**src/hdl/iec_pkg.sv**
```systemverilog
package iec_pkg;
  // register byte offsets on the avalon slave
  localparam logic [5:0] OFS_MASK_THIRD = 6'h00;
  localparam logic [5:0] OFS_IN_SERVICE = 6'h04;
  localparam logic [5:0] OFS_SYS_FLAGS = 6'h08;
  localparam logic [5:0] OFS_P0_EDGE = 6'h0c;
  localparam logic [5:0] OFS_P3_EDGE = 6'h10;
  localparam logic [5:0] OFS_PORT_MODE = 6'h14;
  localparam logic [5:0] OFS_PEND = 6'h18;
  localparam logic [5:0] OFS_DBG_PC = 6'h1c;
  localparam logic [5:0] OFS_DBG_PSW = 6'h20;
  localparam logic [5:0] OFS_EI = 6'h24;
  // reset values
  localparam logic [15:0] MASK_THIRD_RST = 16'hffff;
  localparam logic [15:0] MASK_THIRD_FIXED = 16'hf8f0;
  localparam logic [7:0] ISP_RST = 8'h00;
  localparam logic [1:0] FLAGS_RST = 2'h0;
  localparam logic [9:0] P0_EDGE_RST = 10'h000;
  localparam logic [1:0] P3_EDGE_RST = 2'h0;
  localparam logic [5:0] PORT_MODE_RST = 6'h00;
  // system flag field positions
  localparam int FLAG_EP = 1;
  localparam int FLAG_NP = 0;
  // pin counts
  localparam int P0_PINS = 5;
  localparam int ALL_PINS = 6;
  // restore source select for the trap return
  typedef enum logic [1:0] {
    iec_src_maskable = 2'b00,
    iec_src_nmi = 2'b01,
    iec_src_exception = 2'b11
  } iec_src_t;
  // debug window state, gray along open/close
  typedef enum logic [1:0] {
    iec_dbg_closed = 2'b00,
    iec_dbg_open = 2'b01
  } iec_dbg_t;
endpackage : iec_pkg

```
**src/hdl/iec_top.sv**
```systemverilog
// Operation
// - an acknowledge sets in-service bits, so a coincident read under enabled interrupts shows the old value.
// - trap return with exception-pending 1 and nmi-pending 0 restores from the exception save pair.
// - trap return with exception-pending 0 and nmi-pending 1 restores from the nmi save pair.
// - trap return with both flags 0 restores from the maskable save pair.
// - debug save registers are reachable from an illegal opcode until the debug return.
// - debug save registers are reachable from the debug trap until the debug return.
// - moving a pin from interrupt to port use gates off its edge selects, so it raises no spurious request.
// - after reset the nmi pin is in interrupt use but detects no edge until an edge is selected.
`timescale 1ns/100ps
`default_nettype none
module iec_top
  import iec_pkg::*;
(
  input wire logic clk,
  input wire logic resetn,
  // avalon-mm slave
  input wire logic [5:0] avs_address,
  input wire logic avs_read,
  input wire logic avs_write,
  input wire logic [31:0] avs_writedata,
  input wire logic [3:0] avs_byteenable,
  output logic [31:0] avs_readdata,
  output logic avs_waitrequest,
  // cpu core side
  input wire logic ack_valid,
  input wire logic [2:0] ack_level,
  input wire logic return_from_trap,
  input wire logic illegal_opcode_exec,
  input wire logic debug_trap_instr,
  input wire logic debug_return_instr,
  input wire logic [31:0] debug_pc_in,
  input wire logic [31:0] debug_psw_in,
  output logic [1:0] restore_sel,
  output logic restore_valid,
  output logic debug_window_open,
  // pins: nmi is bit 0, ext_irq_pins_0_3 bits 1..4, port3 bit-1 is bit 5
  input wire logic [ALL_PINS-1:0] irq_pins,
  output logic [ALL_PINS-1:0] irq_request
);
  logic [15:0] mask_reg_third;
  logic [7:0] in_service_priority;
  logic [1:0] sys_flags;
  logic [9:0] port0_edge;
  logic [1:0] port3_edge;
  logic [5:0] port_mode;
  logic [5:0] pend;
  logic [31:0] debug_saved_pc;
  logic [31:0] debug_saved_status;
  logic interrupts_enabled_state;
  iec_dbg_t dbg_state;
  logic ack_done;
  logic [ALL_PINS-1:0] fall_sel;
  logic [ALL_PINS-1:0] rise_sel;
  logic [ALL_PINS-1:0] hit;

  // byte-lane merge of a write onto an old word
  function automatic logic [31:0] lane_merge(input logic [31:0] old, input logic [31:0] wd, input logic [3:0] be);
    logic [31:0] r;
    r = old;
    for (int i = 0; i < 4; i++)
      if (be[i])
        r[i*8 +: 8] = wd[i*8 +: 8];
    return r;
  endfunction : lane_merge

  // one wait cycle on reads so readdata is registered
  logic rd_done;
  assign avs_waitrequest = avs_read & ~rd_done;
  wire wr_go = avs_write;
  wire rd_go = avs_read & ~rd_done;
  wire sel_mask = avs_address == OFS_MASK_THIRD;
  wire sel_isp = avs_address == OFS_IN_SERVICE;
  wire sel_flags = avs_address == OFS_SYS_FLAGS;
  wire sel_p0 = avs_address == OFS_P0_EDGE;
  wire sel_p3 = avs_address == OFS_P3_EDGE;
  wire sel_mode = avs_address == OFS_PORT_MODE;
  wire sel_pend = avs_address == OFS_PEND;
  wire sel_dpc = avs_address == OFS_DBG_PC;
  wire sel_dpsw = avs_address == OFS_DBG_PSW;
  wire sel_ei = avs_address == OFS_EI;
  wire dbg_ok = dbg_state == iec_dbg_open;
  // merge onto the register being written, never onto stale read data
  wire [31:0] merged_pc = lane_merge(debug_saved_pc, avs_writedata, avs_byteenable);
  wire [31:0] merged_psw = lane_merge(debug_saved_status, avs_writedata, avs_byteenable);
  wire [31:0] wmask = lane_merge(32'h0000_0000, 32'hffff_ffff, avs_byteenable);

  // read mux; debug save pair reads zero outside its window
  wire [31:0] rd_mux =
    sel_mask ? {16'h0000, mask_reg_third} :
    sel_isp ? {24'h000000, in_service_priority} :
    sel_flags ? {30'h00000000, sys_flags} :
    sel_p0 ? {22'h000000, port0_edge} :
    sel_p3 ? {30'h00000000, port3_edge} :
    sel_mode ? {26'h0000000, port_mode} :
    sel_pend ? {26'h0000000, pend} :
    (sel_dpc & dbg_ok) ? debug_saved_pc :
    (sel_dpsw & dbg_ok) ? debug_saved_status :
    sel_ei ? {31'h00000000, interrupts_enabled_state} :
    32'h0000_0000;

  // read data register
  always_ff @(posedge clk or negedge resetn)
  begin
    if (!resetn)
    begin
      avs_readdata <= 32'h0000_0000;
      rd_done <= 1'b0;
    end
    else
    begin
      rd_done <= rd_go;
      if (rd_go)
        avs_readdata <= rd_mux;
    end
  end

  // in-service: an acknowledge sets its level bit in the same edge a read samples
  wire [7:0] isp_set = (ack_valid & interrupts_enabled_state) ? (8'h01 << ack_level) : 8'h00;
  assign ack_done = ack_valid & interrupts_enabled_state;
  wire [7:0] isp_wr = avs_writedata[7:0] & wmask[7:0];
  always_ff @(posedge clk or negedge resetn)
  begin
    if (!resetn)
      in_service_priority <= ISP_RST;
    else if (wr_go & sel_isp)
      in_service_priority <= (in_service_priority & ~isp_wr) | isp_set; // write one clears, set wins
    else
      in_service_priority <= in_service_priority | isp_set;
  end

  // global enable, mask and flags; fixed mask bits read back as written, reset one
  always_ff @(posedge clk or negedge resetn)
  begin
    if (!resetn)
    begin
      interrupts_enabled_state <= 1'b0;
      mask_reg_third <= MASK_THIRD_RST;
      sys_flags <= FLAGS_RST;
    end
    else if (wr_go)
    begin
      if (sel_ei & avs_byteenable[0])
        interrupts_enabled_state <= avs_writedata[0];
      if (sel_mask)
        mask_reg_third <= (mask_reg_third & ~wmask[15:0]) | (avs_writedata[15:0] & wmask[15:0]);
      if (sel_flags & avs_byteenable[0])
        sys_flags <= avs_writedata[1:0];
    end
  end

  // edge selects and port mode registers
  always_ff @(posedge clk or negedge resetn)
  begin
    if (!resetn)
    begin
      port0_edge <= P0_EDGE_RST;
      port3_edge <= P3_EDGE_RST;
      port_mode <= PORT_MODE_RST;
    end
    else if (wr_go)
    begin
      if (sel_p0)
        port0_edge <= (port0_edge & ~wmask[9:0]) | (avs_writedata[9:0] & wmask[9:0]);
      if (sel_p3 & avs_byteenable[0])
        port3_edge <= avs_writedata[1:0];
      if (sel_mode & avs_byteenable[0])
        port_mode <= avs_writedata[5:0];
    end
  end

  // trap return restore source from the flags
  wire [1:0] next_sel =
    (sys_flags[FLAG_EP] & ~sys_flags[FLAG_NP]) ? iec_src_exception :
    (~sys_flags[FLAG_EP] & sys_flags[FLAG_NP]) ? iec_src_nmi : iec_src_maskable;
  always_ff @(posedge clk or negedge resetn)
  begin
    if (!resetn)
    begin
      restore_sel <= iec_src_maskable;
      restore_valid <= 1'b0;
    end
    else
    begin
      restore_valid <= return_from_trap;
      if (return_from_trap)
        restore_sel <= next_sel;
    end
  end

  // debug window: opens on illegal opcode or debug trap, closes on debug return
  always_ff @(posedge clk or negedge resetn)
  begin
    if (!resetn)
    begin
      dbg_state <= iec_dbg_closed;
      debug_saved_pc <= 32'h0000_0000;
      debug_saved_status <= 32'h0000_0000;
    end
    else
    begin
      case (dbg_state)
        iec_dbg_closed:
          if (illegal_opcode_exec | debug_trap_instr)
          begin
            dbg_state <= iec_dbg_open;
            debug_saved_pc <= debug_pc_in;
            debug_saved_status <= debug_psw_in;
          end
        iec_dbg_open:
          if (debug_return_instr)
            dbg_state <= iec_dbg_closed;
          else if (wr_go & sel_dpc)
            debug_saved_pc <= merged_pc; // writes outside the window are dropped
          else if (wr_go & sel_dpsw)
            debug_saved_status <= merged_psw;
        default:
          dbg_state <= iec_dbg_closed;
      endcase
    end
  end
  assign debug_window_open = dbg_ok;

  // edge selects per pin; nmi starts at 00 so it detects nothing
  genvar g;
  generate
    for (g = 0; g < P0_PINS; g++)
    begin : g_p0
      assign fall_sel[g] = port0_edge[2*g];
      assign rise_sel[g] = port0_edge[2*g+1];
    end
  endgenerate
  assign fall_sel[ALL_PINS-1] = port3_edge[0];
  assign rise_sel[ALL_PINS-1] = port3_edge[1];

  // port mode gates both edge selects of each detector, so a mode change
  // with edges still armed raises no spurious request
  generate
    for (g = 0; g < ALL_PINS; g++)
    begin : g_det
      iec_edge_det u_det (
        .clk(clk),
        .resetn(resetn),
        .pin(irq_pins[g]),
        .fall_sel(fall_sel[g] & ~port_mode[g]),
        .rise_sel(rise_sel[g] & ~port_mode[g]),
        .hit(hit[g])
      );
    end
  endgenerate

  // sticky pending; a hit wins over a write-one clear
  wire [5:0] pend_clr = (wr_go & sel_pend) ? (avs_writedata[5:0] & wmask[5:0]) : 6'h00;
  always_ff @(posedge clk or negedge resetn)
  begin
    if (!resetn)
      pend <= 6'h00;
    else
      pend <= (pend & ~pend_clr) | hit;
  end
  assign irq_request = pend;

endmodule : iec_top
`default_nettype wire

```
**src/hdl/iec_edge_det.sv**
```systemverilog
`timescale 1ns/100ps
`default_nettype none
module iec_edge_det
  import iec_pkg::*;
(
  input wire logic clk,
  input wire logic resetn,
  input wire logic pin,
  input wire logic fall_sel,
  input wire logic rise_sel,
  output logic hit
);
  logic sync1;
  logic sync2;
  logic last;
  // two flops for the asynchronous pin
  always_ff @(posedge clk or negedge resetn)
  begin
    if (!resetn)
    begin
      sync1 <= 1'b0;
      sync2 <= 1'b0;
      last <= 1'b0;
    end
    else
    begin
      sync1 <= pin;
      sync2 <= sync1;
      last <= sync2;
    end
  end
  // 00 disables, each bit arms its own edge
  assign hit = (fall_sel & last & ~sync2) | (rise_sel & ~last & sync2);
endmodule : iec_edge_det
`default_nettype wire

```
**config.mk**
```make
export PLATFORM = sky130hd
export DESIGN_NAME = iec_top
export DESIGN_NICKNAME = d
export VERILOG_FILES = /design/src/hdl/iec_pkg.sv /design/src/hdl/iec_top.sv /design/src/hdl/iec_edge_det.sv
export SDC_FILE = /design/constraint.sdc
export NUM_CORES = 1
export LEC_CHECK = 0
export BUFFER_PORTS_ARGS = -buffer_cell sky130_fd_sc_hd__buf_2
export CAP_MARGIN = 20
export CORE_ASPECT_RATIO = 0.8
export CORE_MARGIN = 5
export CORE_UTILIZATION = 50
export CTS_BUF_LIST = sky130_fd_sc_hd__clkbuf_16
export DETAILED_ROUTE_END_ITERATION = 16
export GPL_TIMING_DRIVEN = 0
export HOLD_SLACK_MARGIN = 0.02
export PLACE_DENSITY_LB_ADDON = 0.15
export SYNTH_ARGS = -nofsm -noshare
export SYNTH_HDL_FRONTEND = slang
export SYNTH_SLANG_ARGS = --single-unit
```
**constraint.sdc**
```tcl
create_clock -name clk -period 2.6 [get_ports clk]
set_input_delay 0.39 -clock clk [delete_from_list [all_inputs] [get_ports clk]]
set_output_delay 0.39 -clock clk [all_outputs]
set_load 0.05 [all_outputs]
```
; Word-level counts from Yosys, hierarchy flattened
; Cells that the tools add are included.
[totals]
register_bits = 171
inputBits = 124
out_inout_bits = 43
word_cells = 206
[classes]
eq_ne = 20
shifts = 1
muxes = 33
n_bitwise = 95
reduce_logical = 18
[op_table]
columns = operator, count
row1 = 32-bit 2-to-1 mux, 16
row2 = 32-bit case mux with 2 select lines, 2
row3 = 8-bit 2-to-1 mux, 8
row4 = 1-bit AND, 50
row5 = 16-bit AND, 2
row6 = "6-bit by 5-bit == test with 1-bit output, second input constant", 4
row7 = 6-bit AND reduction, 4
row8 = 1-bit NOT, 21
row9 = 10-bit AND, 2
row10 = 5-bit AND reduction, 4
row11 = 8-bit AND, 2
row12 = "2-bit != test, second input constant", 8
row13 = 16-bit NOT, 1
row14 = 16-bit OR, 1
row15 = 8-bit OR, 2
row16 = 2-bit AND reduction, 7
row17 = 6-bit AND, 2
row18 = "6-bit by 4-bit == test with 1-bit output, second input constant", 2
row19 = "6-bit == test, second input constant", 2
row20 = 10-bit NOT, 1
row21 = 10-bit OR, 1
row22 = 8-bit NOT, 1
row23 = "1-bit by 3-bit left shift with 8-bit output, first input constant", 1
row24 = 1-bit OR, 7
row25 = other kinds (12), 16

; Longest topological paths before layout
[depth]
ltp_word = 11
mapped_depth = 7
depth_no_buf = 5

; Hierarchy
; From an unflattened synthesis, not the netlist that was laid out.
[unflattened]
hier_cells = 756
area_unflattened_um2 = 8074.0
[modules_own_cells]
columns = module, n_inst, cells_each, area_each_um2, seq_area_each_um2
row1 = iec_top, 1, 720, 7503.4, 3823.7
row2 = iec_edge_det, 6, 6, 95.1, 75.1

; Least setup slack after synthesis
; No wires, ideal clock.
[synth_timing]
path_type = reg2reg
startpoint = register dbg_state[0]
endpoint = register debug_saved_pc[10]
setup_ns = 0.125
t_arrival_ns = 2.167
required_ns = 2.475
path_slack_ns = 0.308
stages_incl_launch_ff = 6
n_path_buf = 1
period_less_slack_ns = 2.292
path_cell_list = dfrtp_1 > buf_2 > nor3_1 > a21oi_1 > nand2_1 > mux2_2
[synth_between]
elab_chain_cells = 3
word_cells_on_any_way = 9
cone_classes = eq/ne (5) / mux (1) / reduce/logical (3)
[synth_lines]
columns = element, line
row1 = from (decl), iec_top.sv:51  ; iec_dbg_t dbg_state;
row2 = from (signal assigned), iec_top.sv:196  ; dbg_state <= iec_dbg_closed;
row3 = from (signal assigned), iec_top.sv:206  ; dbg_state <= iec_dbg_open;
row4 = from (signal assigned), iec_top.sv:212  ; dbg_state <= iec_dbg_closed;
row5 = 2-bit by 1-bit == test with 1-bit output or 2-bit logical NOT (tied branches), iec_top.sv:202  ; case (dbg_state)
row6 = "2-bit != test (no source line), or another cell as far along", --
row7 = 5-bit AND reduction (no source line), --
row8 = to (signal assigned), iec_top.sv:207  ; debug_saved_pc <= debug_pc_in;
row9 = to (signal assigned), iec_top.sv:214  ; debug_saved_pc <= merged_pc;
row10 = to (decl), iec_top.sv:48  ; logic [31:0] debug_saved_pc;
; Parallel ways exist; a longest one is shown, timed or not.
; A chain may end at the register's enable or synchronous reset.

==> metrics.md <==
| Metric | Value |
|---|---|
| Setup TNS | `0 ns` |
| Synth Net Count | `882` |
| Number of port buffers | `164` |
| Finish-stage setup viols | `0` |
| Fillers | `1329` |
| Post-CTS Setup Bufs | `0` |
| CTS sink count | `170` |
| R2r endpoint | `debug_saved_status[2]` |
| DRC viols | `0` |
| Main synth FF type | `dfrtp_1` |
| Yosys warns | `0` |
| Arr. time, crit path | `2.90 ns` |
| Post-layout util | `61.75%` |
| RSZ-0062 raised after global routing | `no` |
| CP peak stage delay | `0.74 ns` |
| R2R setup slack | `0.25 ns` |
| CTS Root Buffer Type | `clkbuf_16` |
| Worst hold slack | `0.06176 ns` |
| Sequential share of the synthesized area | `54.08%` |
| Max VDD drop | `0.5411 mV` |
| Clock Path Buffers | `2` |
| Antenna violations before repair | `1` |
| Syn avg cell area | `10.44 sq um` |
| RePlAce Congestion | `0.9137` |
| GRT Total Usage | `24.90%` |
| Max capacitance violation total | `0` |
| Count of cell types in the netlist | `56` |
| Clock Skews | `0.008490 ns` |
| Fin crit period | `2.544 ns` |
| Number of routed nets with antenna violations | `0` |
| CP max stage cell | `nor2_1` |
| Max Fclk | `393.0 MHz` |
| CTS tree | `done` |
| Antenna diodes | `0` |
| Die Y-Extent | `122.5 um` |
| Worst path cell trace | `buf_2, clkbuf_1, nor2_1, nand2_1, nor2_1, mux2_2` |
| Vias | `6505` |
| GR Overflow Total | `0` |
| CORE AREA | `15650 sq um` |
| Final Hold Fails | `0` |
| Fin crit share | `97.86%` |
| Critical Path RT | `2.96 ns` |
| Die width | `150.6 um` |
| Worst R2R Start | `dbg_state[0]` |
| Vias in the first global route | `6434` |
| Die area | `18440 sq um` |
| Largest net degree at the start of global routing | `95` |
| CP max FO | `10` |
| Tightest Pin Transition | `0.8650 ns` |
| DR pass1 iterations | `4` |
| Layout area overhead | `22.24%` |
| Slew Limit Fails | `0` |
| Outcome | `complete, no violations` |
| Post-Syn Area | `7904 sq um` |
| Worst-path clk slew | `0.07 ns` |
| Hold WC Path Type | `primary input to flip-flop` |
| Crit path capture type | `flip-flop` |
| Num CTS Buffers | `17` |
| Cell Rows | `41` |
| Avg Vias per Cell | `5.550` |
| Slew margin rel. | `42.12%` |
| DR WL/cell | `19.36 um` |
| Post-Route WL | `22690 um` |
| WS Path Type | `primary input to flip-flop` |
| DRT iter0 DRCs | `426` |
| Nets@finish | `1069` |
| Design Power | `0.007257 W` |
| Yosys reg bits | `170` |
| Hold_sp | `irq_pins[3]` |
| Power Dens Cells | `751.1 nW/um^2` |
| Post-synth EDFFs | `0` |
| Fraction of layout cells with a size suffix above 1 | `32.81%` |
| Hold endpoint | `g_det[3].u_det.sync1` |
| Async S/R FF share, synth | `100.0%` |
| Initial core utilization | `50.52%` |
| Clk_lat worst skew | `0.43 ns` |
| H-tree levels | `4` |
| Reg2reg path depth | `5` |
| Hold Crit Depth | `1` |
| Startpoint types | `primary input` |
| First-pass GRT wire length | `34960 um` |
| IO Count | `167` |
| Hpwl dp | `16450 um` |
| Leak pwr | `4.592 nW` |
| Most used cell, CP | `nor2_1` |
| Post-synthesis cell count | `757` |
where the power goes:
group	internal, W	leakage, nW	switching, W
registers	0.00311	2.08	0.000258
clock network	0.00159	0.294	0.00105
logic	0.000519	2.22	0.000729
placed cells by master, fill, tap and decap left out, drive strengths merged, types with 18 or more instances in the layout:
cell type / instances
clkbuf: 43
mux2i: 18
mux2: 89
dfrtp: 154
buf: 178
nand2: 102
nor2: 38
o21ai: 104
inv: 62
a22oi: 27
a21oi: 24
worst max-delay path, delay by kind of cell:
| family | cells | cell delay (ns) |
|---|---|---|
| AND/OR/NAND/NOR | 3 | 1.64 |
| buffers and inverters | 2 | 0.45 |
| multiplexers | 1 | 0.42 |
through the flow:
step | cells | setup slack [ns] | cell area [sq um]
floorplan | 757 | 0.3084 | 7904
global placement | 1136 | -1.549 | 8994
detailed placement | 1139 | -0.2761 | 9041
CTS | 1172 | 0.1402 | 9662
global route | 1172 | 0.01769 | 9662
finish | 1172 | 0.05570 | 9662
routing by layer:
| layer | vias up | wire (um) | global-route usage, % |
|---|---|---|---|
| li1 | 3034 | - | - |
| met5 | - | 0 | 0 |
| met1 | 3187 | 10590 | 37.05 |
| met4 | 0 | 255 | 6.172 |
| met2 | 259 | 9881 | 36.71 |
| met3 | 25 | 1965 | 6.349 |
Yosys cell counts, types with 3 or more instances:
| master | count | area [sq um] |
|---|---|---|
| inv_1 | 59 | 221.5 |
| buf_1 | 3 | 11.26 |
| o21ai_0 | 101 | 505.5 |
| a31oi_1 | 9 | 56.30 |
| a22oi_1 | 27 | 202.7 |
| o2bb2ai_1 | 11 | 96.34 |
| dfstp_2 | 16 | 420.4 |
| mux2_1 | 6 | 67.56 |
| nand2b_1 | 4 | 25.02 |
| a21oi_1 | 24 | 120.1 |
| nand2_2 | 3 | 18.77 |
| nand3_1 | 6 | 30.03 |
| o22ai_1 | 5 | 31.28 |
| mux2i_1 | 18 | 180.2 |
| nor2_1 | 37 | 138.9 |
| nor3_1 | 5 | 25.02 |
| dfrtp_1 | 154 | 3854 |
| a221o_1 | 3 | 30.03 |
| o211ai_1 | 4 | 30.03 |
| nand2_1 | 99 | 371.6 |
| clkbuf_1 | 26 | 97.59 |
| mux2_2 | 83 | 934.7 |
| o21ai_2 | 3 | 26.28 |
| a22o_1 | 6 | 52.55 |
| buf_2 | 7 | 35.03 |
logic make-up after synthesis:
| kind of cell | Yosys count | share of synthesized area [%] |
|---|---|---|
| adders and majority gates | 1 | 0.1583 |
| AOI/OAI and AO/OA | 209 | 16.35 |
| xor gates and xnor gates | 1 | 0.1108 |
| buffers and inverters | 97 | 4.765 |
| and+or+nand+nor | 172 | 9.578 |
| DFF | 170 | 54.08 |
| muxes | 107 | 14.96 |
cell type report:
type                    instances  area, sq um  area share [%]
plain buffers                  37        151.4           1.567
clock buffers                  17        425.4           4.403
clock inverters                15        181.4           1.878
inverters                      60        225.2           2.331
multi-input cells             490         3257           33.71
flip-flops and latches        170         4274           44.24
well taps                     215        269.0           2.784
repair buffers                168        878.3           9.091
how the worst max path moves through the flow:
stage	from	to	slack, ns	cells past startpoint
global route	avs_address[3]	flip-flop	0.02	6
global placement	resetn	debug_saved_status[30]	-1.55	1
detailed placement	avs_address[3]	flip-flop	-0.28	6
finish	avs_address[3]	flip-flop	0.06	6
floorplan	dbg_state[0]	debug_saved_pc[10]	0.31	5
CTS	rd_done	avs_waitrequest	0.14	4
what timing repair did:
item / CTS / global route
gates resized for setup: 1 / 0
hold endpoints to repair: 29 / 0
endpoints found under the setup margin: 2 / 0
hold buffers: 1 / 0
Note: power is estimated with default switching activity, not from simulation.
